## src/logic/iorac_defs.vh

```
`ifndef IORAC_DEFS_VH
`define IORAC_DEFS_VH
// instruction codes
`define IORAC_CMD_OUTPUT_SET 8'h0E
`define IORAC_CMD_INPUT_READ 8'h0F
`define IORAC_CMD_ACCUM 8'h13
`define IORAC_CMD_COMPARE 8'h14
// reply status codes
`define IORAC_ST_OK 8'h64
`define IORAC_ST_BAD_CMD 8'h02
`define IORAC_ST_BAD_TYPE 8'h03
`define IORAC_ST_BAD_VALUE 8'h04
// banks
`define IORAC_BANK_DIG_IN 8'h00
`define IORAC_BANK_ANA_IN 8'h01
`define IORAC_BANK_DIG_OUT 8'h02
// ports
`define IORAC_PORT_ALL 8'hFF
`define IORAC_PORT_VOLT 8'h08
`define IORAC_PORT_TEMP 8'h09
// calculate operations
`define IORAC_OP_ADD 8'h00
`define IORAC_OP_SUB 8'h01
`define IORAC_OP_MUL 8'h02
`define IORAC_OP_DIV 8'h03
`define IORAC_OP_MOD 8'h04
`define IORAC_OP_AND 8'h05
`define IORAC_OP_OR 8'h06
`define IORAC_OP_XOR 8'h07
`define IORAC_OP_NOT 8'h08
`define IORAC_OP_LOAD 8'h09
// flag bit positions
`define IORAC_FLAG_ZE 0
`define IORAC_FLAG_EQ 1
`define IORAC_FLAG_GT 2
`define IORAC_FLAG_LT 3
// reset values
`define IORAC_ACC_RST 32'h00000000
`define IORAC_FLAGS_RST 4'h0
`define IORAC_OUT_RST 1'b0
// timing: divider needs one cycle per quotient bit
`define IORAC_DIV_CYCLES 6'h20
`endif

```

## src/logic/iorac_divider.v

```verilog
`timescale 1ns/1ns
`include "iorac_defs.vh"
// signed restoring divider, truncating toward zero like c
module iorac_divider (
  // clock and reset
  input wire clk_in,
  input wire rst_n_in,
  // request
  input wire start_in,
  input wire [31:0] dividend_in,
  input wire [31:0] divisor_in,
  // answer
  output reg done_out,
  output reg [31:0] quot_out,
  output reg [31:0] rem_out
);
  reg [31:0] num_reg; // magnitude of dividend, shifted out
  reg [31:0] den_reg; // magnitude of divisor
  reg [32:0] rem_reg; // partial remainder
  reg [31:0] q_reg; // quotient bits
  reg [5:0] cnt_reg; // bits left
  reg busy_reg;
  reg qneg_reg; // quotient sign
  reg rneg_reg; // remainder follows dividend sign
  wire [32:0] trial = {rem_reg[31:0], num_reg[31]} - {1'b0, den_reg};
  // one quotient bit per cycle keeps the adder small
  always @(posedge clk_in) begin
    if (!rst_n_in) begin
      busy_reg <= 1'b0;
      done_out <= 1'b0;
      quot_out <= 32'h00000000;
      rem_out <= 32'h00000000;
      num_reg <= 32'h00000000;
      den_reg <= 32'h00000000;
      rem_reg <= 33'h000000000;
      q_reg <= 32'h00000000;
      cnt_reg <= 6'h00;
      qneg_reg <= 1'b0;
      rneg_reg <= 1'b0;
    end else begin
      done_out <= 1'b0;
      if (start_in && !busy_reg) begin
        busy_reg <= 1'b1;
        num_reg <= dividend_in[31] ? (32'h00000000 - dividend_in) : dividend_in;
        den_reg <= divisor_in[31] ? (32'h00000000 - divisor_in) : divisor_in;
        qneg_reg <= dividend_in[31] ^ divisor_in[31];
        rneg_reg <= dividend_in[31];
        rem_reg <= 33'h000000000;
        q_reg <= 32'h00000000;
        cnt_reg <= `IORAC_DIV_CYCLES;
      end else if (busy_reg) begin
        if (cnt_reg == 6'h00) begin
          // finished: apply signs
          busy_reg <= 1'b0;
          done_out <= 1'b1;
          quot_out <= qneg_reg ? (32'h00000000 - q_reg) : q_reg;
          rem_out <= rneg_reg ? (32'h00000000 - rem_reg[31:0]) : rem_reg[31:0];
        end else begin
          num_reg <= {num_reg[30:0], 1'b0};
          if (!trial[32]) begin
            rem_reg <= trial;
            q_reg <= {q_reg[30:0], 1'b1};
          end else begin
            rem_reg <= {rem_reg[31:0], num_reg[31]};
            q_reg <= {q_reg[30:0], 1'b0};
          end
          cnt_reg <= cnt_reg - 6'h01;
        end
      end
    end
  end
endmodule // iorac_divider

```

## src/logic/iorac_unit.v

```verilog
// Function
// input read: code 15, port, bank 0-2
// digital reads 0/1, analog 0..4095
// standalone: read value loads accumulator
// direct: read value only in reply
// read reply status 100, port state
// bank 0: inputs 0-2 as bits
// port 255 bank 0: bit vector to accumulator
// bank 1: analog, volts 8, temperature 9
// bank 2 reads back driven output
// calculate: code 19, operand, ten ops
// type byte selects the operation
// calculate result written into accumulator
// direct calculate reply echoes the operand
// compare: code 20, accumulator vs operand
// compare sets flags, accumulator kept
// output set: code 14, bank 2 port 0
// value is signed 32 bit
// checksum is byte sum of frame
`timescale 1ns/1ns
`include "iorac_defs.vh"
module iorac_unit (
  // clock and reset
  input wire clk_in,
  input wire rst_n_in,
  // decoded command, one-cycle strobe; frame checksum already verified upstream
  input wire cmd_valid_in,
  input wire [7:0] cmd_instr_in,
  input wire [7:0] cmd_type_in,
  input wire [7:0] cmd_bank_in,
  input wire [31:0] cmd_value_in,
  input wire standalone_in,
  // general purpose pins and converter results
  input wire [2:0] gp_input_pins_in,
  input wire [11:0] gp_input_zero_adc_in,
  input wire [11:0] supply_tenths_in,
  input wire [11:0] temp_deg_in,
  // reply
  output reg rep_valid_out,
  output reg [7:0] rep_status_out,
  output reg [7:0] rep_instr_out,
  output reg [31:0] rep_value_out,
  output reg [7:0] rep_sum_out,
  // state
  output reg [31:0] accum_out,
  output reg [3:0] flags_out,
  output reg gp_output_zero_out,
  output reg busy_out
);
  // one-hot states; any other code falls back to idle through the default branch
  localparam ST_IDLE = 3'b001; // waiting for command
  localparam ST_DIV = 3'b010; // divider running
  localparam ST_REPLY = 3'b100; // reply pulse
  reg [2:0] state_reg;
  reg [2:0] state_next;
  // two-stage synchroniser for the pins
  reg [2:0] pin_meta_reg;
  reg [2:0] pin_sync_reg;
  // the command strobe lasts one cycle, so a divide keeps its own copy
  // of the operation and operand until the divider has finished
  // held command fields for the divide path
  reg [7:0] hold_type_reg;
  reg [31:0] hold_value_reg;
  reg hold_sa_reg;
  // the divider reads the accumulator directly; nothing else writes it
  // while the state machine sits in the divide state
  // divider link
  reg div_start_reg;
  wire div_done;
  wire [31:0] div_quot;
  wire [31:0] div_rem;
  // decoded from the live command fields; only used in the cycle of the strobe
  // combinational results
  reg [31:0] read_val;
  reg read_ok;
  reg read_all;
  reg [31:0] accumulator_cmd_a_val;
  reg accumulator_cmd_a_ok;
  // signed views for multiply and compare; add and subtract wrap the same way
  wire signed [31:0] acc_s = accum_out;
  wire signed [31:0] opr_s = cmd_value_in;
  // reply checksum: host addr, target addr, status, instr, value bytes
  // both addresses are fixed here, so only six bytes of the sum vary
  function [7:0] rep_sum;
    input [7:0] status;
    input [7:0] instr;
    input [31:0] value;
    begin
      rep_sum = 8'h02 + 8'h01 + status + instr + value[31:24] + value[23:16] +
        value[15:8] + value[7:0];
    end
  endfunction
  // divide and modulo take the multi-cycle path; this decode is used in
  // the state machine and in the execution block alike
  function is_div_op;
    input [7:0] op;
    begin
      is_div_op = (op == `IORAC_OP_DIV) || (op == `IORAC_OP_MOD);
    end
  endfunction
  // pins are asynchronous, two flops before any use
  // the first flop may go metastable; only the second one is ever read,
  // which costs two cycles of latency on every digital read
  always @(posedge clk_in) begin
    if (!rst_n_in) begin
      pin_meta_reg <= 3'h0;
      pin_sync_reg <= 3'h0;
    end else begin
      pin_meta_reg <= gp_input_pins_in;
      pin_sync_reg <= pin_meta_reg;
    end
  end
  // input read decode by bank and port
  // an unknown bank or port gives status 3 and leaves the accumulator alone
  always @* begin
    read_val = 32'h00000000;
    read_ok = 1'b1;
    read_all = 1'b0;
    case (cmd_bank_in)
      `IORAC_BANK_DIG_IN: begin
        // port 255 samples all three pins in the same cycle
        if (cmd_type_in == `IORAC_PORT_ALL) begin
          read_val = {29'h00000000, pin_sync_reg};
          read_all = 1'b1;
        end else if (cmd_type_in < 8'h03) begin
          read_val = {31'h00000000, pin_sync_reg[cmd_type_in[1:0]]};
        end else begin
          read_ok = 1'b0;
        end
      end
      `IORAC_BANK_ANA_IN: begin
        // analog and digital views of input zero coexist
        // converter results are taken as already in this clock domain
        case (cmd_type_in)
          8'h00: read_val = {20'h00000, gp_input_zero_adc_in};
          `IORAC_PORT_VOLT: read_val = {20'h00000, supply_tenths_in};
          `IORAC_PORT_TEMP: read_val = {20'h00000, temp_deg_in};
          default: read_ok = 1'b0;
        endcase
      end
      `IORAC_BANK_DIG_OUT: begin
        // reads back the driven flop, not the pin itself
        if (cmd_type_in == 8'h00) begin
          read_val = {31'h00000000, gp_output_zero_out};
        end else begin
          read_ok = 1'b0;
        end
      end
      default: read_ok = 1'b0;
    endcase
  end
  // single-cycle calculate ops; divide and modulo go to the divider
  // overflow is not reported, results simply wrap at 32 bits
  always @* begin
    accumulator_cmd_a_val = accum_out;
    accumulator_cmd_a_ok = 1'b1;
    case (cmd_type_in)
      `IORAC_OP_ADD: accumulator_cmd_a_val = accum_out + cmd_value_in;
      `IORAC_OP_SUB: accumulator_cmd_a_val = accum_out - cmd_value_in;
      `IORAC_OP_MUL: accumulator_cmd_a_val = acc_s * opr_s; // low 32 bits kept
      `IORAC_OP_AND: accumulator_cmd_a_val = accum_out & cmd_value_in;
      `IORAC_OP_OR: accumulator_cmd_a_val = accum_out | cmd_value_in;
      `IORAC_OP_XOR: accumulator_cmd_a_val = accum_out ^ cmd_value_in;
      `IORAC_OP_NOT: accumulator_cmd_a_val = ~accum_out;
      `IORAC_OP_LOAD: accumulator_cmd_a_val = cmd_value_in;
      default: accumulator_cmd_a_ok = 1'b0;
    endcase
  end
  // state sequencing
  // busy_out mirrors the state register, so a strobe while busy is dropped
  always @* begin
    state_next = state_reg;
    case (state_reg)
      ST_IDLE: begin
        // a divide or modulo by zero is refused at once and takes the reply path
        if (cmd_valid_in && cmd_instr_in == `IORAC_CMD_ACCUM &&
            is_div_op(cmd_type_in) && cmd_value_in != 32'h00000000) begin
          state_next = ST_DIV;
        end else if (cmd_valid_in) begin
          state_next = ST_REPLY;
        end
      end
      ST_DIV: begin
        // wait for the one-cycle done pulse of the divider
        if (div_done) begin
          state_next = ST_REPLY;
        end
      end
      ST_REPLY: state_next = ST_IDLE;
      default: state_next = ST_IDLE;
    endcase
  end
  // command execution and reply registers
  // every reply field is registered; all but the rep_valid_out pulse hold until the next command or divide result
  always @(posedge clk_in) begin
    if (!rst_n_in) begin
      // all outputs low in reset, the output pin included
      state_reg <= ST_IDLE;
      accum_out <= `IORAC_ACC_RST;
      flags_out <= `IORAC_FLAGS_RST;
      gp_output_zero_out <= `IORAC_OUT_RST;
      rep_valid_out <= 1'b0;
      rep_status_out <= 8'h00;
      rep_instr_out <= 8'h00;
      rep_value_out <= 32'h00000000;
      rep_sum_out <= 8'h00;
      busy_out <= 1'b0;
      div_start_reg <= 1'b0;
      hold_type_reg <= 8'h00;
      hold_value_reg <= 32'h00000000;
      hold_sa_reg <= 1'b0;
    end else begin
      state_reg <= state_next;
      rep_valid_out <= 1'b0;
      div_start_reg <= 1'b0;
      busy_out <= (state_next != ST_IDLE);
      if (state_reg == ST_IDLE && cmd_valid_in) begin
        rep_instr_out <= cmd_instr_in;
        rep_valid_out <= ~standalone_in; // replies only in direct mode
        case (cmd_instr_in)
          `IORAC_CMD_INPUT_READ: begin
            // reads finish in one cycle; the pins are already synchronised
            rep_status_out <= read_ok ? `IORAC_ST_OK : `IORAC_ST_BAD_TYPE;
            rep_value_out <= read_val;
            rep_sum_out <= rep_sum(read_ok ? `IORAC_ST_OK : `IORAC_ST_BAD_TYPE,
              cmd_instr_in, read_val);
            // accumulator only touched in standalone mode, or for port 255
            if (read_ok && (standalone_in || read_all)) begin
              accum_out <= read_val;
            end
          end
          `IORAC_CMD_ACCUM: begin
            // divide by zero refused, accumulator kept
            if (is_div_op(cmd_type_in) && cmd_value_in == 32'h00000000) begin
              rep_status_out <= `IORAC_ST_BAD_VALUE;
              rep_sum_out <= rep_sum(`IORAC_ST_BAD_VALUE, cmd_instr_in, cmd_value_in);
            end else if (is_div_op(cmd_type_in)) begin
              rep_valid_out <= 1'b0; // reply after divider finishes
              div_start_reg <= 1'b1;
              hold_type_reg <= cmd_type_in;
              hold_value_reg <= cmd_value_in;
              // the mode is latched too, in case it changes during the divide
              hold_sa_reg <= standalone_in;
            end else begin
              if (accumulator_cmd_a_ok) begin
                accum_out <= accumulator_cmd_a_val;
              end
              rep_status_out <= accumulator_cmd_a_ok ? `IORAC_ST_OK : `IORAC_ST_BAD_TYPE;
              rep_sum_out <= rep_sum(accumulator_cmd_a_ok ? `IORAC_ST_OK : `IORAC_ST_BAD_TYPE,
                cmd_instr_in, cmd_value_in);
            end
            rep_value_out <= cmd_value_in;
          end
          `IORAC_CMD_COMPARE: begin
            // signed compare, accumulator untouched
            // the zero flag looks at the accumulator itself, not at a difference
            flags_out[`IORAC_FLAG_ZE] <= (accum_out == 32'h00000000);
            flags_out[`IORAC_FLAG_EQ] <= (acc_s == opr_s);
            flags_out[`IORAC_FLAG_GT] <= (acc_s > opr_s);
            flags_out[`IORAC_FLAG_LT] <= (acc_s < opr_s);
            rep_status_out <= `IORAC_ST_OK;
            rep_value_out <= cmd_value_in;
            rep_sum_out <= rep_sum(`IORAC_ST_OK, cmd_instr_in, cmd_value_in);
          end
          `IORAC_CMD_OUTPUT_SET: begin
            // only bank 2 port 0 with value 0/1 is a legal output write
            // the reply value is a don't-care and goes out as zero
            if (cmd_bank_in == `IORAC_BANK_DIG_OUT && cmd_type_in == 8'h00 &&
                cmd_value_in[31:1] == 31'h00000000) begin
              gp_output_zero_out <= cmd_value_in[0];
              rep_status_out <= `IORAC_ST_OK;
              rep_sum_out <= rep_sum(`IORAC_ST_OK, cmd_instr_in, 32'h00000000);
            end else begin
              rep_status_out <= `IORAC_ST_BAD_VALUE;
              rep_sum_out <= rep_sum(`IORAC_ST_BAD_VALUE, cmd_instr_in, 32'h00000000);
            end
            rep_value_out <= 32'h00000000;
          end
          default: begin
            // unknown instruction: status 2, no state changes
            rep_status_out <= `IORAC_ST_BAD_CMD;
            rep_value_out <= 32'h00000000;
            rep_sum_out <= rep_sum(`IORAC_ST_BAD_CMD, cmd_instr_in, 32'h00000000);
          end
        endcase
      end else if (state_reg == ST_DIV && div_done) begin
        // divide result lands in accumulator, reply echoes operand
        accum_out <= (hold_type_reg == `IORAC_OP_DIV) ? div_quot : div_rem;
        rep_valid_out <= ~hold_sa_reg;
        rep_status_out <= `IORAC_ST_OK;
        rep_value_out <= hold_value_reg;
        rep_sum_out <= rep_sum(`IORAC_ST_OK, `IORAC_CMD_ACCUM, hold_value_reg);
      end
    end
  end
  // the divider takes the accumulator as it stands when the start pulse arrives
  iorac_divider u_div (
    .clk_in(clk_in),
    .rst_n_in(rst_n_in),
    .start_in(div_start_reg),
    .dividend_in(accum_out),
    .divisor_in(hold_value_reg),
    .done_out(div_done),
    .quot_out(div_quot),
    .rem_out(div_rem)
  );
endmodule // iorac_unit

```

## config.mk

```make
export PLATFORM = sky130hd
export DESIGN_NAME = iorac_unit
export DESIGN_NICKNAME = d
export VERILOG_FILES = /design/src/logic/iorac_divider.v /design/src/logic/iorac_unit.v
export VERILOG_INCLUDE_DIRS = /design/src /design/src/logic
export SDC_FILE = /design/constraint.sdc
export NUM_CORES = 2
export LEC_CHECK = 0
export BUFFER_PORTS_ARGS = -buffer_cell sky130_fd_sc_hd__buf_2
export CORE_ASPECT_RATIO = 0.5
export CORE_MARGIN = 5
export CORE_UTILIZATION = 50
export CTS_BUF_LIST = sky130_fd_sc_hd__clkbuf_4
export DETAILED_ROUTE_END_ITERATION = 7
export GPL_TIMING_DRIVEN = 0
export MAX_ROUTING_LAYER = met4
export PLACE_DENSITY_LB_ADDON = 0.15
export SLEW_MARGIN = 10
export SYNTH_ARGS = -nofsm -noshare
export SYNTH_HDL_FRONTEND = slang
export SYNTH_SLANG_ARGS = --single-unit
```

## constraint.sdc

```tcl
create_clock -name clk_in -period 23.2 [get_ports clk_in]
set_input_delay 1.16 -clock clk_in [delete_from_list [all_inputs] [get_ports clk_in]]
set_output_delay 1.16 -clock clk_in [all_outputs]
set_load 0.02 [all_outputs]
```

==> metrics <==
CP Capture Type flip-flop; worst setup path category reg -> reg; share of cells above drive strength 1 7.25%; Clock Path Buffers 3; Hold Buf Count CTS 0; Avg Inst Size Synth 7.90 sq um; Resized Gates After CTS 0; dominant cell type by area after synthesis fa_1; Post-DP HPWL 160 mm; first-pass GRT wire length 287 mm; clock latency on the worst-skew pair 0.93 ns; antenna violations before repair 13; ys async rst share 0%; top post-synthesis cells by count 698 x nor2_1, 648 x nand2_1, 646 x inv_1; # setup viols final 0; Worst setup SP type flip-flop; Synth Flop Type dfxtp_1; register area share after synthesis 16.2%; Overall Global Routing Usage 44.0%; largest net degree at the start of global routing 19; Critical-path top delay cell a21boi_0; H-Tree Depth 3; slowest stage delay, CP 1.12 ns; Period minus WS final 11.61 ns; vias 43,473; endpoints failing hold 0; Lkg Pwr 20.7 nW; PwrDens 32.8 nW/um^2; Horiz. Die Dim 423 um; Top delay family on crit path adder cells; Synth Instances 5,396; die area 91,600 sq um; vias in the first global route 41,808; Filler cells 8,265; Clock transition at path regs 0.07 ns; Final Max Slew Viols 10; setup_tns 0 ns; Worst Hold Path Cells 1; TritonCTS clock tree yes; maximum vdd drop 0.0385 mV; critical path buffer and inverter count 10; Avg WL per Cell 29.5 um; total power 0.00151 W; CTS root buffer clkbuf_4; fin nets 6,595; drc violations 1; Max Cap Violations 1; Reg2Reg Depth 29; outcome finished, violations left; R2R Path Start accum_out[5]$_SDFFE_PN0P_; Setup Buffers After CTS 0; fin crit share 50.0%; DRT iter0 DRCs 5,928; CTS buffer count 92; register area 6890 sq um; most frequent cell after synthesis nor2_1; peak fanout along the critical path 10; clk sink count 344; most used cell, CP fa_1; Core Footprint 84,200 sq um; DRT antenna net count 0; area of the multi-input gates 32,000 sq um; io pins 194; top cell type's share of synthesized area 22.5%; launch point of the worst path accum_out[5]$_SDFFE_PN0P_; drt pass-1 iters 8; layout overhead on the synthesized area 8.27%; synth warn 0; Std-Cell Rows 75; Final Non-Filler Cells 6,866; Initial Util 50.7%; RSZ-0062 raised after global routing false; Final Skew 0.107 ns; Rel. slew slack -0.136%; Area contributors post-synth fa_1 23%, dfxtp_1 16%, ha_1 9.8%, nor2_1 6.1%, nand2_1 5.7%; WP depth 29; Post-Place Cells 6,705; EDFF count, synth 0; Slew @ Worst Pin 1.50 ns; maximum clock rate 86.1 MHz; Hold Path Origin pin_meta_reg[2]$_SDFF_PN0_; failing checks design-rule violations, max-capacitance violations, max-slew violations; Cell variety after synth 86; worst path arrival time 12.29 ns; Hold Path Class reg -> reg; final wirelength 202 mm; die height 216 um; GR Overflow Total 0; via-per-instance ratio 6.33; synthesized cell area 42,600 sq um; post-synthesis register bit count 344; IO buf count 189; GP Congestion 1.10; Critical Path RT 23.88 ns
## power breakdown
group          internal (W)  leakage, nW  switching (W)
clock              0.000258        0.655       0.000287
sequential         0.000596         2.78     0.00000488
combinational      0.000121         17.3       0.000247
## placed cells by master (no fill, tap or decap), types with 111 or more instances in the layout
cell type	synthesis	routed
a211oi_1	112	111
clkbuf_4	0	128
nor2_1	698	698
o21ai_0	214	213
ha_1	333	333
dfxtp_1	344	344
buf_2	4	194
fa_1	480	480
a21oi_1	364	364
xnor2_1	202	202
nand2_1	648	648
inv_1	646	646
clkbuf_1	305	302
## path summary, 6_finish.rpt
path                            slack, ns                         end
worst max-delay path                11.59  accum_out[29]$_SDFFE_PN0P_
worst min register to register       0.43  pin_sync_reg[2]$_SDFF_PN0_
worst max register to register      11.59  accum_out[29]$_SDFFE_PN0P_
worst min-delay path                 0.43  pin_sync_reg[2]$_SDFF_PN0_
## cells by family after synthesis
group	count (synthesis)	share of synthesized area [%]
simple gates	1725	17.4
compound gates	1130	17.2
buf+inv	1006	8.92
fa+ha+maj	813	32.3
flops	344	16.2
xor+xnor	310	6.37
mux	67	1.66
other cells	1	0.00880
## through the flow
| step | hold slack [ns] | setup WS (ns) | util [%] | cell area, sq um |
|---|---|---|---|---|
| 4_1_cts | 0.436 | 12.18 | 54.8 | 46100 |
| 3_3_place_gp | 0.422 | 11.75 | 53.4 | 45000 |
| 6_report | 0.433 | 11.59 | 54.8 | 46200 |
| 3_5_place_dp | 0.422 | 11.66 | 53.5 | 45000 |
| 5_1_grt | 0.453 | 11.61 | 54.8 | 46200 |
| 2_1_floorplan | 0.412 | 15.13 | - | 42600 |
## final cells by class
type	count	share of cell area, %
flip-flops and latches	344	14.9
clock buffers	128	2.08
inverters	661	5.37
multi-input cells	4048	69.3
plain buffers	345	2.88
repair buffers	191	2.09
diodes	12	0.0651
clock inverters	21	0.312
well taps	1116	3.02
## routing by layer
metal / track usage [%] / share of wire (%)
met1: 55.7 / 39
met2: 63.4 / 41
met3: 14.0 / 13
met4: 22.2 / 6.4
met5: - / 0
(Power assumes the default switching activity.)
